### src/ptr_map.vh
// Purpose: register offsets, field positions, reset values for the protocol timer
// Assumes: byte registers, one per aligned 32-bit Avalon word
// Notes: byte address is four times the register index
`ifndef PTR_MAP_VH
`define PTR_MAP_VH
// ==========================================
// register indices
`define PTR_IDX_MODE 8'h2A
`define PTR_IDX_PRESC_LO 8'h2B
`define PTR_IDX_RELOAD_HI 8'h2C
`define PTR_IDX_RELOAD_LO 8'h2D
`define PTR_IDX_COUNT_HI 8'h2E
`define PTR_IDX_COUNT_LO 8'h2F
`define PTR_IDX_CONTROL 8'h40
`define PTR_IDX_IRQ_STATUS 8'h41
`define PTR_IDX_IRQ_MASK 8'h42
`define PTR_IDX_RUN_STATUS 8'h43
// ==========================================
// mode register fields
`define PTR_MODE_AUTO_BIT 7
`define PTR_MODE_GATE_HI 6
`define PTR_MODE_GATE_LO 5
`define PTR_MODE_RESTART_BIT 4
`define PTR_MODE_PRESC_HI 3
`define PTR_MODE_PRESC_LO 0
// gate select codes
`define PTR_GATE_NONE 2'b00
`define PTR_GATE_MUX_IN 2'b01
`define PTR_GATE_AUX_ONE 2'b10
// control register bits (write-only strobes)
`define PTR_CTRL_START_BIT 0
`define PTR_CTRL_STOP_BIT 1
// irq status bits
`define PTR_IRQ_EXPIRED_BIT 0
`define PTR_IRQ_RELOADED_BIT 1
// ==========================================
// reset values
`define PTR_RST_BYTE 8'h00
`define PTR_RST_IRQ 2'b00
`endif

### src/ptr_timer.v
// Purpose: programmable down-counting protocol timer with Avalon-MM registers
// Assumes: carrier_tick is a one-cycle enable at the carrier rate; inputs synchronous
// Notes: registers answer with one wait state; read data stands in the cycle after it, when waitrequest drops; irq is a level
`timescale 1ns/1ps
`include "ptr_map.vh"
module ptr_timer (
    input wire clk,
    input wire reset_n,
    input wire [7:0] avs_address,
    input wire avs_read,
    input wire avs_write,
    input wire [31:0] avs_writedata,
    input wire [3:0] avs_byteenable,
    output reg [31:0] avs_readdata,
    output wire avs_waitrequest,
    input wire carrier_tick,
    input wire tx_end,
    input wire rx_fifth_bit,
    input wire multi_frame_receive,
    input wire mux_input_pin,
    input wire aux_pin_one,
    output reg timer_running,
    output wire irq
);
    // ==========================================
    // bus slave
    reg ack_q;
    reg [7:0] mode_q;
    reg [7:0] prescale_low_byte;
    reg [7:0] reload_high_byte;
    reg [7:0] reload_low_byte;
    reg [15:0] count_q;
    reg [1:0] irq_status_q;
    reg [1:0] irq_mask_q;
    reg [1:0] irq_set;
    wire req;
    wire wr_go;
    wire rd_go;
    wire sw_start;
    wire sw_stop;

    assign req = avs_read | avs_write;
    assign avs_waitrequest = req & ~ack_q;
    assign wr_go = avs_write & ack_q & avs_byteenable[0];
    // read data captured in the wait cycle, so it stands when waitrequest drops
    assign rd_go = avs_read & ~ack_q;

    function hit;
        input [7:0] idx;
        begin
            hit = (avs_address == idx);
        end
    endfunction

    assign sw_start = wr_go && hit(`PTR_IDX_CONTROL) && avs_writedata[`PTR_CTRL_START_BIT];
    assign sw_stop = wr_go && hit(`PTR_IDX_CONTROL) && avs_writedata[`PTR_CTRL_STOP_BIT];

    always @(posedge clk or negedge reset_n) begin
        if (!reset_n) begin
            ack_q <= 1'b0;
        end else begin
            ack_q <= req & ~ack_q;
        end
    end

    always @(posedge clk or negedge reset_n) begin
        if (!reset_n) begin
            mode_q <= `PTR_RST_BYTE;
            prescale_low_byte <= `PTR_RST_BYTE;
            reload_high_byte <= `PTR_RST_BYTE;
            reload_low_byte <= `PTR_RST_BYTE;
            irq_mask_q <= `PTR_RST_IRQ;
        end else if (wr_go) begin
            if (hit(`PTR_IDX_MODE)) begin
                mode_q <= avs_writedata[7:0];
            end else if (hit(`PTR_IDX_PRESC_LO)) begin
                prescale_low_byte <= avs_writedata[7:0];
            end else if (hit(`PTR_IDX_RELOAD_HI)) begin
                reload_high_byte <= avs_writedata[7:0];
            end else if (hit(`PTR_IDX_RELOAD_LO)) begin
                reload_low_byte <= avs_writedata[7:0];
            end else if (hit(`PTR_IDX_IRQ_MASK)) begin
                irq_mask_q <= avs_writedata[1:0];
            end
        end
    end

    // unmapped addresses read zero
    always @(posedge clk or negedge reset_n) begin
        if (!reset_n) begin
            avs_readdata <= 32'h0000_0000;
        end else if (rd_go) begin
            avs_readdata <= 32'h0000_0000;
            if (hit(`PTR_IDX_MODE)) begin
                avs_readdata[7:0] <= mode_q;
            end else if (hit(`PTR_IDX_PRESC_LO)) begin
                avs_readdata[7:0] <= prescale_low_byte;
            end else if (hit(`PTR_IDX_RELOAD_HI)) begin
                avs_readdata[7:0] <= reload_high_byte;
            end else if (hit(`PTR_IDX_RELOAD_LO)) begin
                avs_readdata[7:0] <= reload_low_byte;
            end else if (hit(`PTR_IDX_COUNT_HI)) begin
                avs_readdata[7:0] <= count_q[15:8];
            end else if (hit(`PTR_IDX_COUNT_LO)) begin
                avs_readdata[7:0] <= count_q[7:0];
            end else if (hit(`PTR_IDX_IRQ_STATUS)) begin
                avs_readdata[1:0] <= irq_status_q;
            end else if (hit(`PTR_IDX_IRQ_MASK)) begin
                avs_readdata[1:0] <= irq_mask_q;
            end else if (hit(`PTR_IDX_RUN_STATUS)) begin
                avs_readdata[0] <= timer_running;
            end
        end
    end

    // ==========================================
    // mode decode
    wire auto_start_after_tx;
    wire auto_reload_enable;
    wire [1:0] gate_source_select;
    wire [11:0] prescale_value;
    wire [15:0] reload_value;
    reg gate_open;

    assign auto_start_after_tx = mode_q[`PTR_MODE_AUTO_BIT];
    assign auto_reload_enable = mode_q[`PTR_MODE_RESTART_BIT];
    assign gate_source_select = mode_q[`PTR_MODE_GATE_HI:`PTR_MODE_GATE_LO];
    assign prescale_value = {mode_q[`PTR_MODE_PRESC_HI:`PTR_MODE_PRESC_LO],
                             prescale_low_byte};
    assign reload_value = {reload_high_byte, reload_low_byte};

    always @* begin
        case (gate_source_select)
            `PTR_GATE_NONE: gate_open = 1'b1;
            `PTR_GATE_MUX_IN: gate_open = mux_input_pin;
            `PTR_GATE_AUX_ONE: gate_open = aux_pin_one;
            default: gate_open = 1'b1;
        endcase
    end

    // ==========================================
    // counter
    wire start_event;
    wire stop_event;
    wire tick;

    assign start_event = sw_start | (auto_start_after_tx & tx_end);
    assign stop_event = sw_stop |
        (auto_start_after_tx & ~multi_frame_receive & rx_fifth_bit);

    ptr_prescaler u_presc (
        .clk(clk),
        .reset_n(reset_n),
        .restart(start_event),
        .enable(timer_running & gate_open),
        .carrier_tick(carrier_tick),
        .prescale_value(prescale_value),
        .tick(tick)
    );

    always @(posedge clk or negedge reset_n) begin
        if (!reset_n) begin
            count_q <= 16'h0000;
            timer_running <= 1'b0;
        end else begin
            if (start_event) begin
                count_q <= reload_value;
                timer_running <= 1'b1;
            end else if (stop_event) begin
                timer_running <= 1'b0;
            end else if (timer_running && tick) begin
                if (count_q == 16'h0000) begin
                    if (auto_reload_enable) begin
                        count_q <= reload_value;
                    end else begin
                        timer_running <= 1'b0;
                    end
                end else begin
                    count_q <= count_q - 16'h0001;
                end
            end
        end
    end

    // ==========================================
    // interrupts: expiry at zero; set wins over write-one-to-clear
    always @* begin
        irq_set = 2'b00;
        if (timer_running && tick && !start_event && !stop_event && count_q == 16'h0000) begin
            if (auto_reload_enable) begin
                irq_set[`PTR_IRQ_RELOADED_BIT] = 1'b1;
            end else begin
                irq_set[`PTR_IRQ_EXPIRED_BIT] = 1'b1;
            end
        end
    end

    always @(posedge clk or negedge reset_n) begin
        if (!reset_n) begin
            irq_status_q <= `PTR_RST_IRQ;
        end else begin
            if (wr_go && hit(`PTR_IDX_IRQ_STATUS)) begin
                irq_status_q <= (irq_status_q & ~avs_writedata[1:0]) | irq_set;
            end else begin
                irq_status_q <= irq_status_q | irq_set;
            end
        end
    end

    assign irq = |(irq_status_q & irq_mask_q);
endmodule // ptr_timer

### src/ptr_prescaler.v
// Purpose: divides the carrier-rate clock enable into the timer tick
// Assumes: carrier_tick marks one carrier period
// Notes: tick every prescale_value+1 carrier periods while enabled
`timescale 1ns/1ps
module ptr_prescaler (
    input wire clk,
    input wire reset_n,
    input wire restart,
    input wire enable,
    input wire carrier_tick,
    input wire [11:0] prescale_value,
    output reg tick
);
    reg [11:0] div_q;

    always @(posedge clk or negedge reset_n) begin
        if (!reset_n) begin
            div_q <= 12'h000;
            tick <= 1'b0;
        end else begin
            tick <= 1'b0;
            if (restart) begin
                div_q <= prescale_value;
            end else if (enable && carrier_tick) begin
                if (div_q == 12'h000) begin
                    div_q <= prescale_value;
                    tick <= 1'b1;
                end else begin
                    div_q <= div_q - 12'h001;
                end
            end
        end
    end
endmodule // ptr_prescaler

### config.mk
export PLATFORM = sky130hd
export DESIGN_NAME = ptr_timer
export DESIGN_NICKNAME = d
export VERILOG_FILES = /design/src/ptr_timer.v /design/src/ptr_prescaler.v
export VERILOG_INCLUDE_DIRS = /design/src
export SDC_FILE = /design/constraint.sdc
export NUM_CORES = 1
export LEC_CHECK = 0
export BUFFER_PORTS_ARGS = -buffer_cell sky130_fd_sc_hd__buf_2
export CORE_ASPECT_RATIO = 2
export CORE_MARGIN = 2
export CORE_UTILIZATION = 30
export DETAILED_ROUTE_END_ITERATION = 10
export PLACE_DENSITY = 0.63
export SKIP_LAST_GASP = 1
export SLEW_MARGIN = 25
export SYNTH_ARGS = -nofsm -noshare
export SYNTH_HDL_FRONTEND = slang
export SYNTH_SLANG_ARGS = --single-unit
export TNS_END_PERCENT = 10
### constraint.sdc
create_clock -name clk -period 2.2 [get_ports clk]
set_input_delay 0.22 -clock clk [delete_from_list [all_inputs] [get_ports clk]]
set_output_delay 0.22 -clock clk [all_outputs]
set_load 0.03 [all_outputs]
==> results.tsv, run 1 <==
stage	metric	value	unit
outcome	status	finished, final reports clean	
floorplanning	die height	175	um
global_route	number of global-route vias before repair	4141	
route	# DRC	0	
clock_tree	clock buffer depth	2	
critical_path	crit path DAT	2.40	ns
layout	final instance area	0.00548	mm^2
floorplanning	num rows	62	
timing	Final setup viols	0	
power	Pleak	2.60	nW
timing	Worst Max-Slew Pin Slew	0.612	ns
yosys	Warnings, synthesis	0	
timing	FMAX	0.462	GHz
global_route	global-route wire length before repair	21.4	mm
yosys	Post-synth EDFFs	0	
route	drt via density	5.27	
yosys	ys flop type	dfrtp_1	
critical_path	crit path max fanout	3	
yosys	post-synthesis register bit count	75	
floorplanning	Initial Util	0.306	
power	Reg power frac	0.390	
layout	antenna diode count	0	
placed_design	hpwl dp	10.6	mm
power	power per cell area	740	mW/mm^2
clock_tree	H-tree depth	3	
layout	# nets final	613	
layout	layout cells sized above 1	0.265	
layout	area grow syn2layout	24.6	%
clock_tree	Clock transition at path regs	0.06	ns
floorplanning	die width	89.6	um
yosys	Mean Syn Cell Area	9.35	um^2
timing	fin crit share	0.985	
critical_path	CP Class	reg2reg	
route	Routed WL	13.5	mm
timing	fin crit period	2.17	ns
placed_design	I/O Buffers	37	
global_route	largest net degree at the start of global routing	60	
placed_design	Placer Congestion	0.887	
power	Peak supply drop	0.000396	V
timing	relative slew slack	0.592	
global_route	overall routing resource usage	0.183	
critical_path	Worst Path Required	2.43	ns
power	net switching power	1.27	mW
layout	commonest non-fill, non-tap cells in the layout	dfrtp_1 (75), nand2_1 (52), buf_4 (51)	
job	max-cap violation count	0	
layout	Layout Utilization	0.382	
route	DR WL/cell	18.0	um
timing	clk_skew	0.00756	ns
yosys	synthesized netlist cell count	470	
critical_path	crit path launch type	flip-flop	
route	via count	3961	
clock_tree	Worst-Skew Late Latency	0.35	ns
route	DRT Pass-1 Iters	6	
power	switching power share of the total	0.312	
clock_tree	CTS Buf Count	9	
clock_tree	clock root buffer	clkbuf_16	
floorplanning	DIE AREA	0.0157	mm^2
hold_path	Hold Path Class	in2reg	
route	DRT iter0 DRCs	317	
yosys	fraction of registers with async set/reset	1.00	
global_route	initial antenna violation count	0	
placed_design	placed inst area	0.00510	mm^2
power	Clk pwr share	0.383	
timing	RSZ-0062 raised after global routing	yes	
yosys	Distinct cells, synth	56	
floorplanning	count of boundary I/O pins	89	
timing	Final Hold Violating Endpoints	0	
global_route	grt ovf	0	
power	logic gate share of total power	0.227	
critical_path	crit end category	flip-flop	
layout	commonest non-fill, non-tap cell in the layout	dfrtp_1	
clock_tree	Clock Sinks	75	
yosys	Synth Cell Area	0.00439	mm^2
floorplanning	Core Region	0.0144	mm^2
yosys	register area share after synthesis	0.427	
power	internal power	2.79	mW
timing	fin. max-slew vios	0	
route	Routed Antenna Nets	0	
clock_tree	CTS tree	yes	
-- worst max-delay path, cell delays in order (launching register included) --
cell and delay [ns]:
dfrtp_1 0.38, inv_2 0.08, ha_4 0.13, nor3b_4 0.23
nand4_2 0.16, or3_4 0.44, and2_4 0.18, buf_4 0.13
mux2i_1 0.12, a22o_1 0.20
-- cell families (layout without fill, tap and decap cells) --
logic type,after synthesis,in the layout,synth area share
AND/OR/NAND/NOR,154,154,0.174
AO/OA/AOI/OAI,131,131,0.189
flip-flops,75,75,0.427
buffers and inverters,55,121,0.0726
multiplexers,49,49,0.122
adder cells (fa/ha/maj),5,5,0.0142
other,1,24,0.000853
-- cell usage after synthesis, types with 5 or more instances --
master / count / share of area
ha_1: 5 / 0.014
mux2_1: 15 / 0.038
nor2_1: 32 / 0.027
a21o_1: 5 / 0.0085
clkbuf_1: 12 / 0.010
a21oi_1: 24 / 0.027
o2bb2ai_1: 11 / 0.022
nor3_1: 17 / 0.019
mux2_2: 22 / 0.056
nand3_1: 15 / 0.017
and2_1: 5 / 0.0071
o21ai_0: 17 / 0.019
nand4_1: 5 / 0.0071
buf_2: 6 / 0.0068
a22oi_1: 9 / 0.015
mux2i_1: 12 / 0.027
dfrtp_1: 75 / 0.43
inv_1: 10 / 0.0085
o21ai_1: 35 / 0.040
nand2_1: 53 / 0.045
o221ai_1: 6 / 0.012
buf_4: 24 / 0.041
-- final cells by class --
| cell class | instances | area [um^2] |
|---|---|---|
| clock buffer | 12 | 267 |
| clock inverter | 4 | 47.5 |
| fill | 1418 | 8870 |
| inverter | 10 | 37.5 |
| multi-input combinational | 363 | 2330 |
| sequential | 75 | 1880 |
| tap | 192 | 240 |
| timing repair buffer | 95 | 681 |
-- path summary, 6_finish.rpt --
path                            cells past startpoint  slack [ns]       start            end
worst max-delay path                                9        0.03  count_q[1]    count_q[11]
worst min-delay path                                3        0.15    avs_read          ack_q
worst max register to register                      9        0.03  count_q[1]    count_q[11]
worst min register to register                      1        0.48       ack_q          ack_q
max in group asynchronous                           3        1.17     reset_n      mode_q[6]
min in group asynchronous                           2        0.35     reset_n  irq_mask_q[1]
-- metal layers --
metal / vias up / share of wire / GRT usage
met3: 46 / 0.039 / 0.0279
li1: 1835 / - / -
met1: 1922 / 0.32 / 0.171
met5: - / 0 / 0
met4: 0 / 0.065 / 0.122
met2: 158 / 0.58 / 0.341
-- sequential cells by signal, summed over array words and instances (netlist names) --
name,count
ack_q,1
avs_readdata,8
count_q,16
irq_mask_q,2
irq_status_q,2
mode_q,8
prescale_low_byte,8
reload_high_byte,8
reload_low_byte,8
timer_running,1
u_presc.div_q,12
u_presc.tick,1
-- power by group through the flow --
| stage | Clock (mW) | Sequential, mW | Combinational (mW) |
|---|---|---|---|
| final | 1.55 | 1.58 | 0.919 |
| after global routing | 1.63 | 1.59 | 1.01 |
| after CTS | 1.56 | 1.58 | 0.891 |
| after detailed placement | 0 | 1.60 | 0.887 |
| after global placement | 0 | 1.59 | 0.859 |
| after floorplan | 0 | 1.58 | 0.602 |
-- per-stage QoR --
stage | hold WS [ns] | power, mW | setup TNS (ns) | setup WS, ns | instances
after detailed placement | 0.179 | 2.49 | -0.00918 | -0.00503 | 731
after global routing | 0.170 | 4.23 | -0.403 | -0.0536 | 751
final | 0.149 | 4.05 | 0 | 0.0334 | 751
after floorplan | -0.0756 | 2.19 | 0 | 0.0220 | 493
after global placement | 0.172 | 2.45 | 0 | 0.0272 | 731
after CTS | 0.151 | 4.03 | 0 | 0.0336 | 748
-- what timing repair did --
action / 4_1_cts / 5_1_grt
pin swaps: 0 / 4
buffers inserted: 0 / 3
gates cloned: 0 / 0
endpoints found under the setup margin: 2 / 15
hold buffers: 1 / 0
hold endpoints to repair: 16 / 0
resized for setup: 1 / 7
Note: power is estimated with default switching activity, not from simulation.
==> run 2, diff against run 1 <==
--- a/config.mk
+++ b/config.mk
@@ -11,7 +11,7 @@
 export CORE_MARGIN = 2
 export CORE_UTILIZATION = 30
 export DETAILED_ROUTE_END_ITERATION = 10
-export PLACE_DENSITY = 0.63
+export PLACE_DENSITY = 0.61
 export SKIP_LAST_GASP = 1
 export SLEW_MARGIN = 25
 export SYNTH_ARGS = -nofsm -noshare
==> constraint.sdc (replaced) <==
create_clock -name clk -period 2.75 [get_ports clk]
set_input_delay 0.275 -clock clk [delete_from_list [all_inputs] [get_ports clk]]
set_output_delay 0.275 -clock clk [all_outputs]
set_load 0.03 [all_outputs]
==> results.tsv, run 2 (synthesized netlist as in run 1, its figures left out) <==
stage	metric	value	unit	change
clock_tree	CTS Buf Count	9		unchanged
power	power per cell area	647	mW/mm^2	-13%
global_route	grt ovf	0		unchanged
layout	max FFs per register	16		unchanged
floorplanning	DIE AREA	0.0157	mm^2	unchanged
route	# DRC	0		unchanged
critical_path	CP Class	reg2reg		
route	DRT Pass-1 Iters	4		-2
clock_tree	clock buffer depth	2		unchanged
layout	# nets final	576		-6.0%
hold_path	Hold Path Class	in2async		
critical_path	crit path launch type	flip-flop		
timing	relative slew slack	0.506		-0.0857
layout	footprint of the flip-flops and latches	0.00188	mm^2	unchanged
timing	fin crit period	2.49	ns	+0.321 ns
outcome	status	complete, but fails checks		
floorplanning	Core Region	0.0144	mm^2	unchanged
clock_tree	CTS tree	yes		
power	internal power	2.38	mW	-15%
layout	commonest non-fill, non-tap cells in the layout	dfrtp_1 (75), nand2_1 (53), buf_2 (36)		
global_route	overall routing resource usage	0.173		-0.00944
layout	footprint of the multi-input gates	0.00228	mm^2	-1.8%
clock_tree	Clock Sinks	75		unchanged
power	switching power share of the total	0.286		-0.0258
timing	hold_ws	-0.0557	ns	-0.205 ns
floorplanning	die width	89.6	um	unchanged
floorplanning	Initial Util	0.306		unchanged
layout	Filler cells	1465		+3.3%
layout	commonest non-fill, non-tap cell in the layout	dfrtp_1		
global_route	largest net degree at the start of global routing	76		+27%
floorplanning	num rows	62		unchanged
clock_tree	clock root buffer	clkbuf_16		
placed_design	Inst Count DP	698		-4.5%
timing	Worst Max-Slew Pin Slew	0.741	ns	+0.128 ns
critical_path	Worst Path Required	2.97	ns	+0.54 ns
global_route	initial antenna violation count	0		unchanged
critical_path	crit path DAT	2.71	ns	+0.31 ns
clock_tree	Worst-Skew Late Latency	0.34	ns	about the same
timing	FMAX	0.402	GHz	-13%
layout	Layout Utilization	0.359		-0.0230
layout	most flop-heavy register	count_q		
power	logic gate share of total power	0.189		-0.038
floorplanning	count of boundary I/O pins	89		unchanged
placed_design	I/O Buffers	37		unchanged
layout	area grow syn2layout	17.1	%	
clock_tree	hold_buf cts	0		-1
route	drt via density	5.25		-0.37%
critical_path	crit end category	flip-flop		
clock_tree	# resized after CTS	0		-1
layout	Largest regs	count_q x16, u_presc.div_q x12		
layout	fin cells	714		-4.9%
job	max-cap violation count	0		unchanged
timing	setup TNS	0	ns	unchanged
global_route	global-route wire length before repair	20.3	mm	-5.0%
route	DR WL/cell	17.9	um	-0.54%
layout	layout cells sized above 1	0.193		-0.0713
timing	fin crit share	0.905		-0.0802
timing	clk_skew	0.00812	ns	+0.000563 ns
route	via count	3752		-5.3%
timing	Final setup viols	0		unchanged
clock_tree	post-CTS setup buffer count	0		unchanged
clock_tree	H-tree depth	3		unchanged
power	Peak supply drop	0.000335	V	-15%
placed_design	Placer Congestion	0.901		+1.5%
layout	antenna diode count	0		unchanged
route	Routed WL	12.8	mm	-5.4%
power	net switching power	0.954	mW	-25%
power	Clk pwr share	0.431		+0.048
timing	Final Hold Violating Endpoints	25		+25
global_route	number of global-route vias before repair	3881		-6.3%
critical_path	crit path max fanout	8		+5
power	Pleak	2.42	nW	-6.8%
power	Reg power frac	0.379		-0.011
clock_tree	Clock transition at path regs	0.06	ns	about the same
route	DRT iter0 DRCs	313		-1.3%
outcome	violated checks	hold timing		
placed_design	hpwl dp	9.93	mm	-6.6%
floorplanning	die height	175	um	unchanged
route	Routed Antenna Nets	0		unchanged
timing	fin. max-slew vios	0		unchanged
timing	RSZ-0062 raised after global routing	no		
-- run 2: cell types whose count changed in the layout (fill, tap and decap cells not counted), moves of 2 or more --
cell,delta
clkbuf_1,+2
inv_2,-2
bufinv_16,+3
inv_1,+2
buf_12,-4
clkbuf_8,-3
buf_4,-30
-- run 2: area by class of cell --
class                      instances  area share
clock inverter                     5      0.0243
timing repair buffer              58      0.0678
inverter                          10     0.00729
sequential                        75       0.365
tap                              192      0.0467
multi-input combinational        363       0.444
clock buffer                      11      0.0452
-- run 2: path summary, 6_finish.rpt --
check | slack, ns | to | cells past startpoint | startpoint
max | 0.26 | count_q[13] | 9 | count_q[0]
min | -0.06 | ack_q | 1 | reset_n
max reg2reg | 0.26 | count_q[13] | 9 | count_q[0]
min reg2reg | 0.48 | ack_q | 1 | ack_q
max in group asynchronous | 2.27 | mode_q[6] | 1 | reset_n
min in group clk | 0.22 | ack_q | 3 | avs_read
-- run 2: stage by stage --
step	setup WS, ns	total power [mW]	area [um^2]
after floorplan	0.425	1.74	4480
after global placement	0.313	1.89	4780
after detailed placement	0.284	1.91	4780
after CTS	0.268	3.35	5140
after global routing	0.118	3.49	5150
final	0.262	3.33	5150
-- run 2: routing by layer --
| metal | share of wire | global-route usage | wire (um) |
|---|---|---|---|
| met1 | 0.33 | 0.165 | 4160 |
| met3 | 0.029 | 0.0198 | 373 |
| met5 | 0 | 0 | 0 |
| met4 | 0.065 | 0.118 | 828 |
| met2 | 0.58 | 0.323 | 7400 |
-- run 2: power by group through the flow --
stage	Sequential (mW)	Clock [mW]	Combinational [mW]
after detailed placement	1.28	0	0.628
after floorplan	1.27	0	0.476
after CTS	1.26	1.46	0.630
after global routing	1.27	1.50	0.715
after global placement	1.28	0	0.613
final	1.26	1.44	0.631
-- run 2: worst max-delay path: stages, from the launching register on --
cell,delay (ns)
dfrtp_1,0.41
inv_1,0.13
ha_1,0.23
nor3b_2,0.28
nand4_2,0.12
or3_1,0.42
and2_1,0.29
buf_4,0.23
mux2i_1,0.16
o2bb2ai_1,0.09
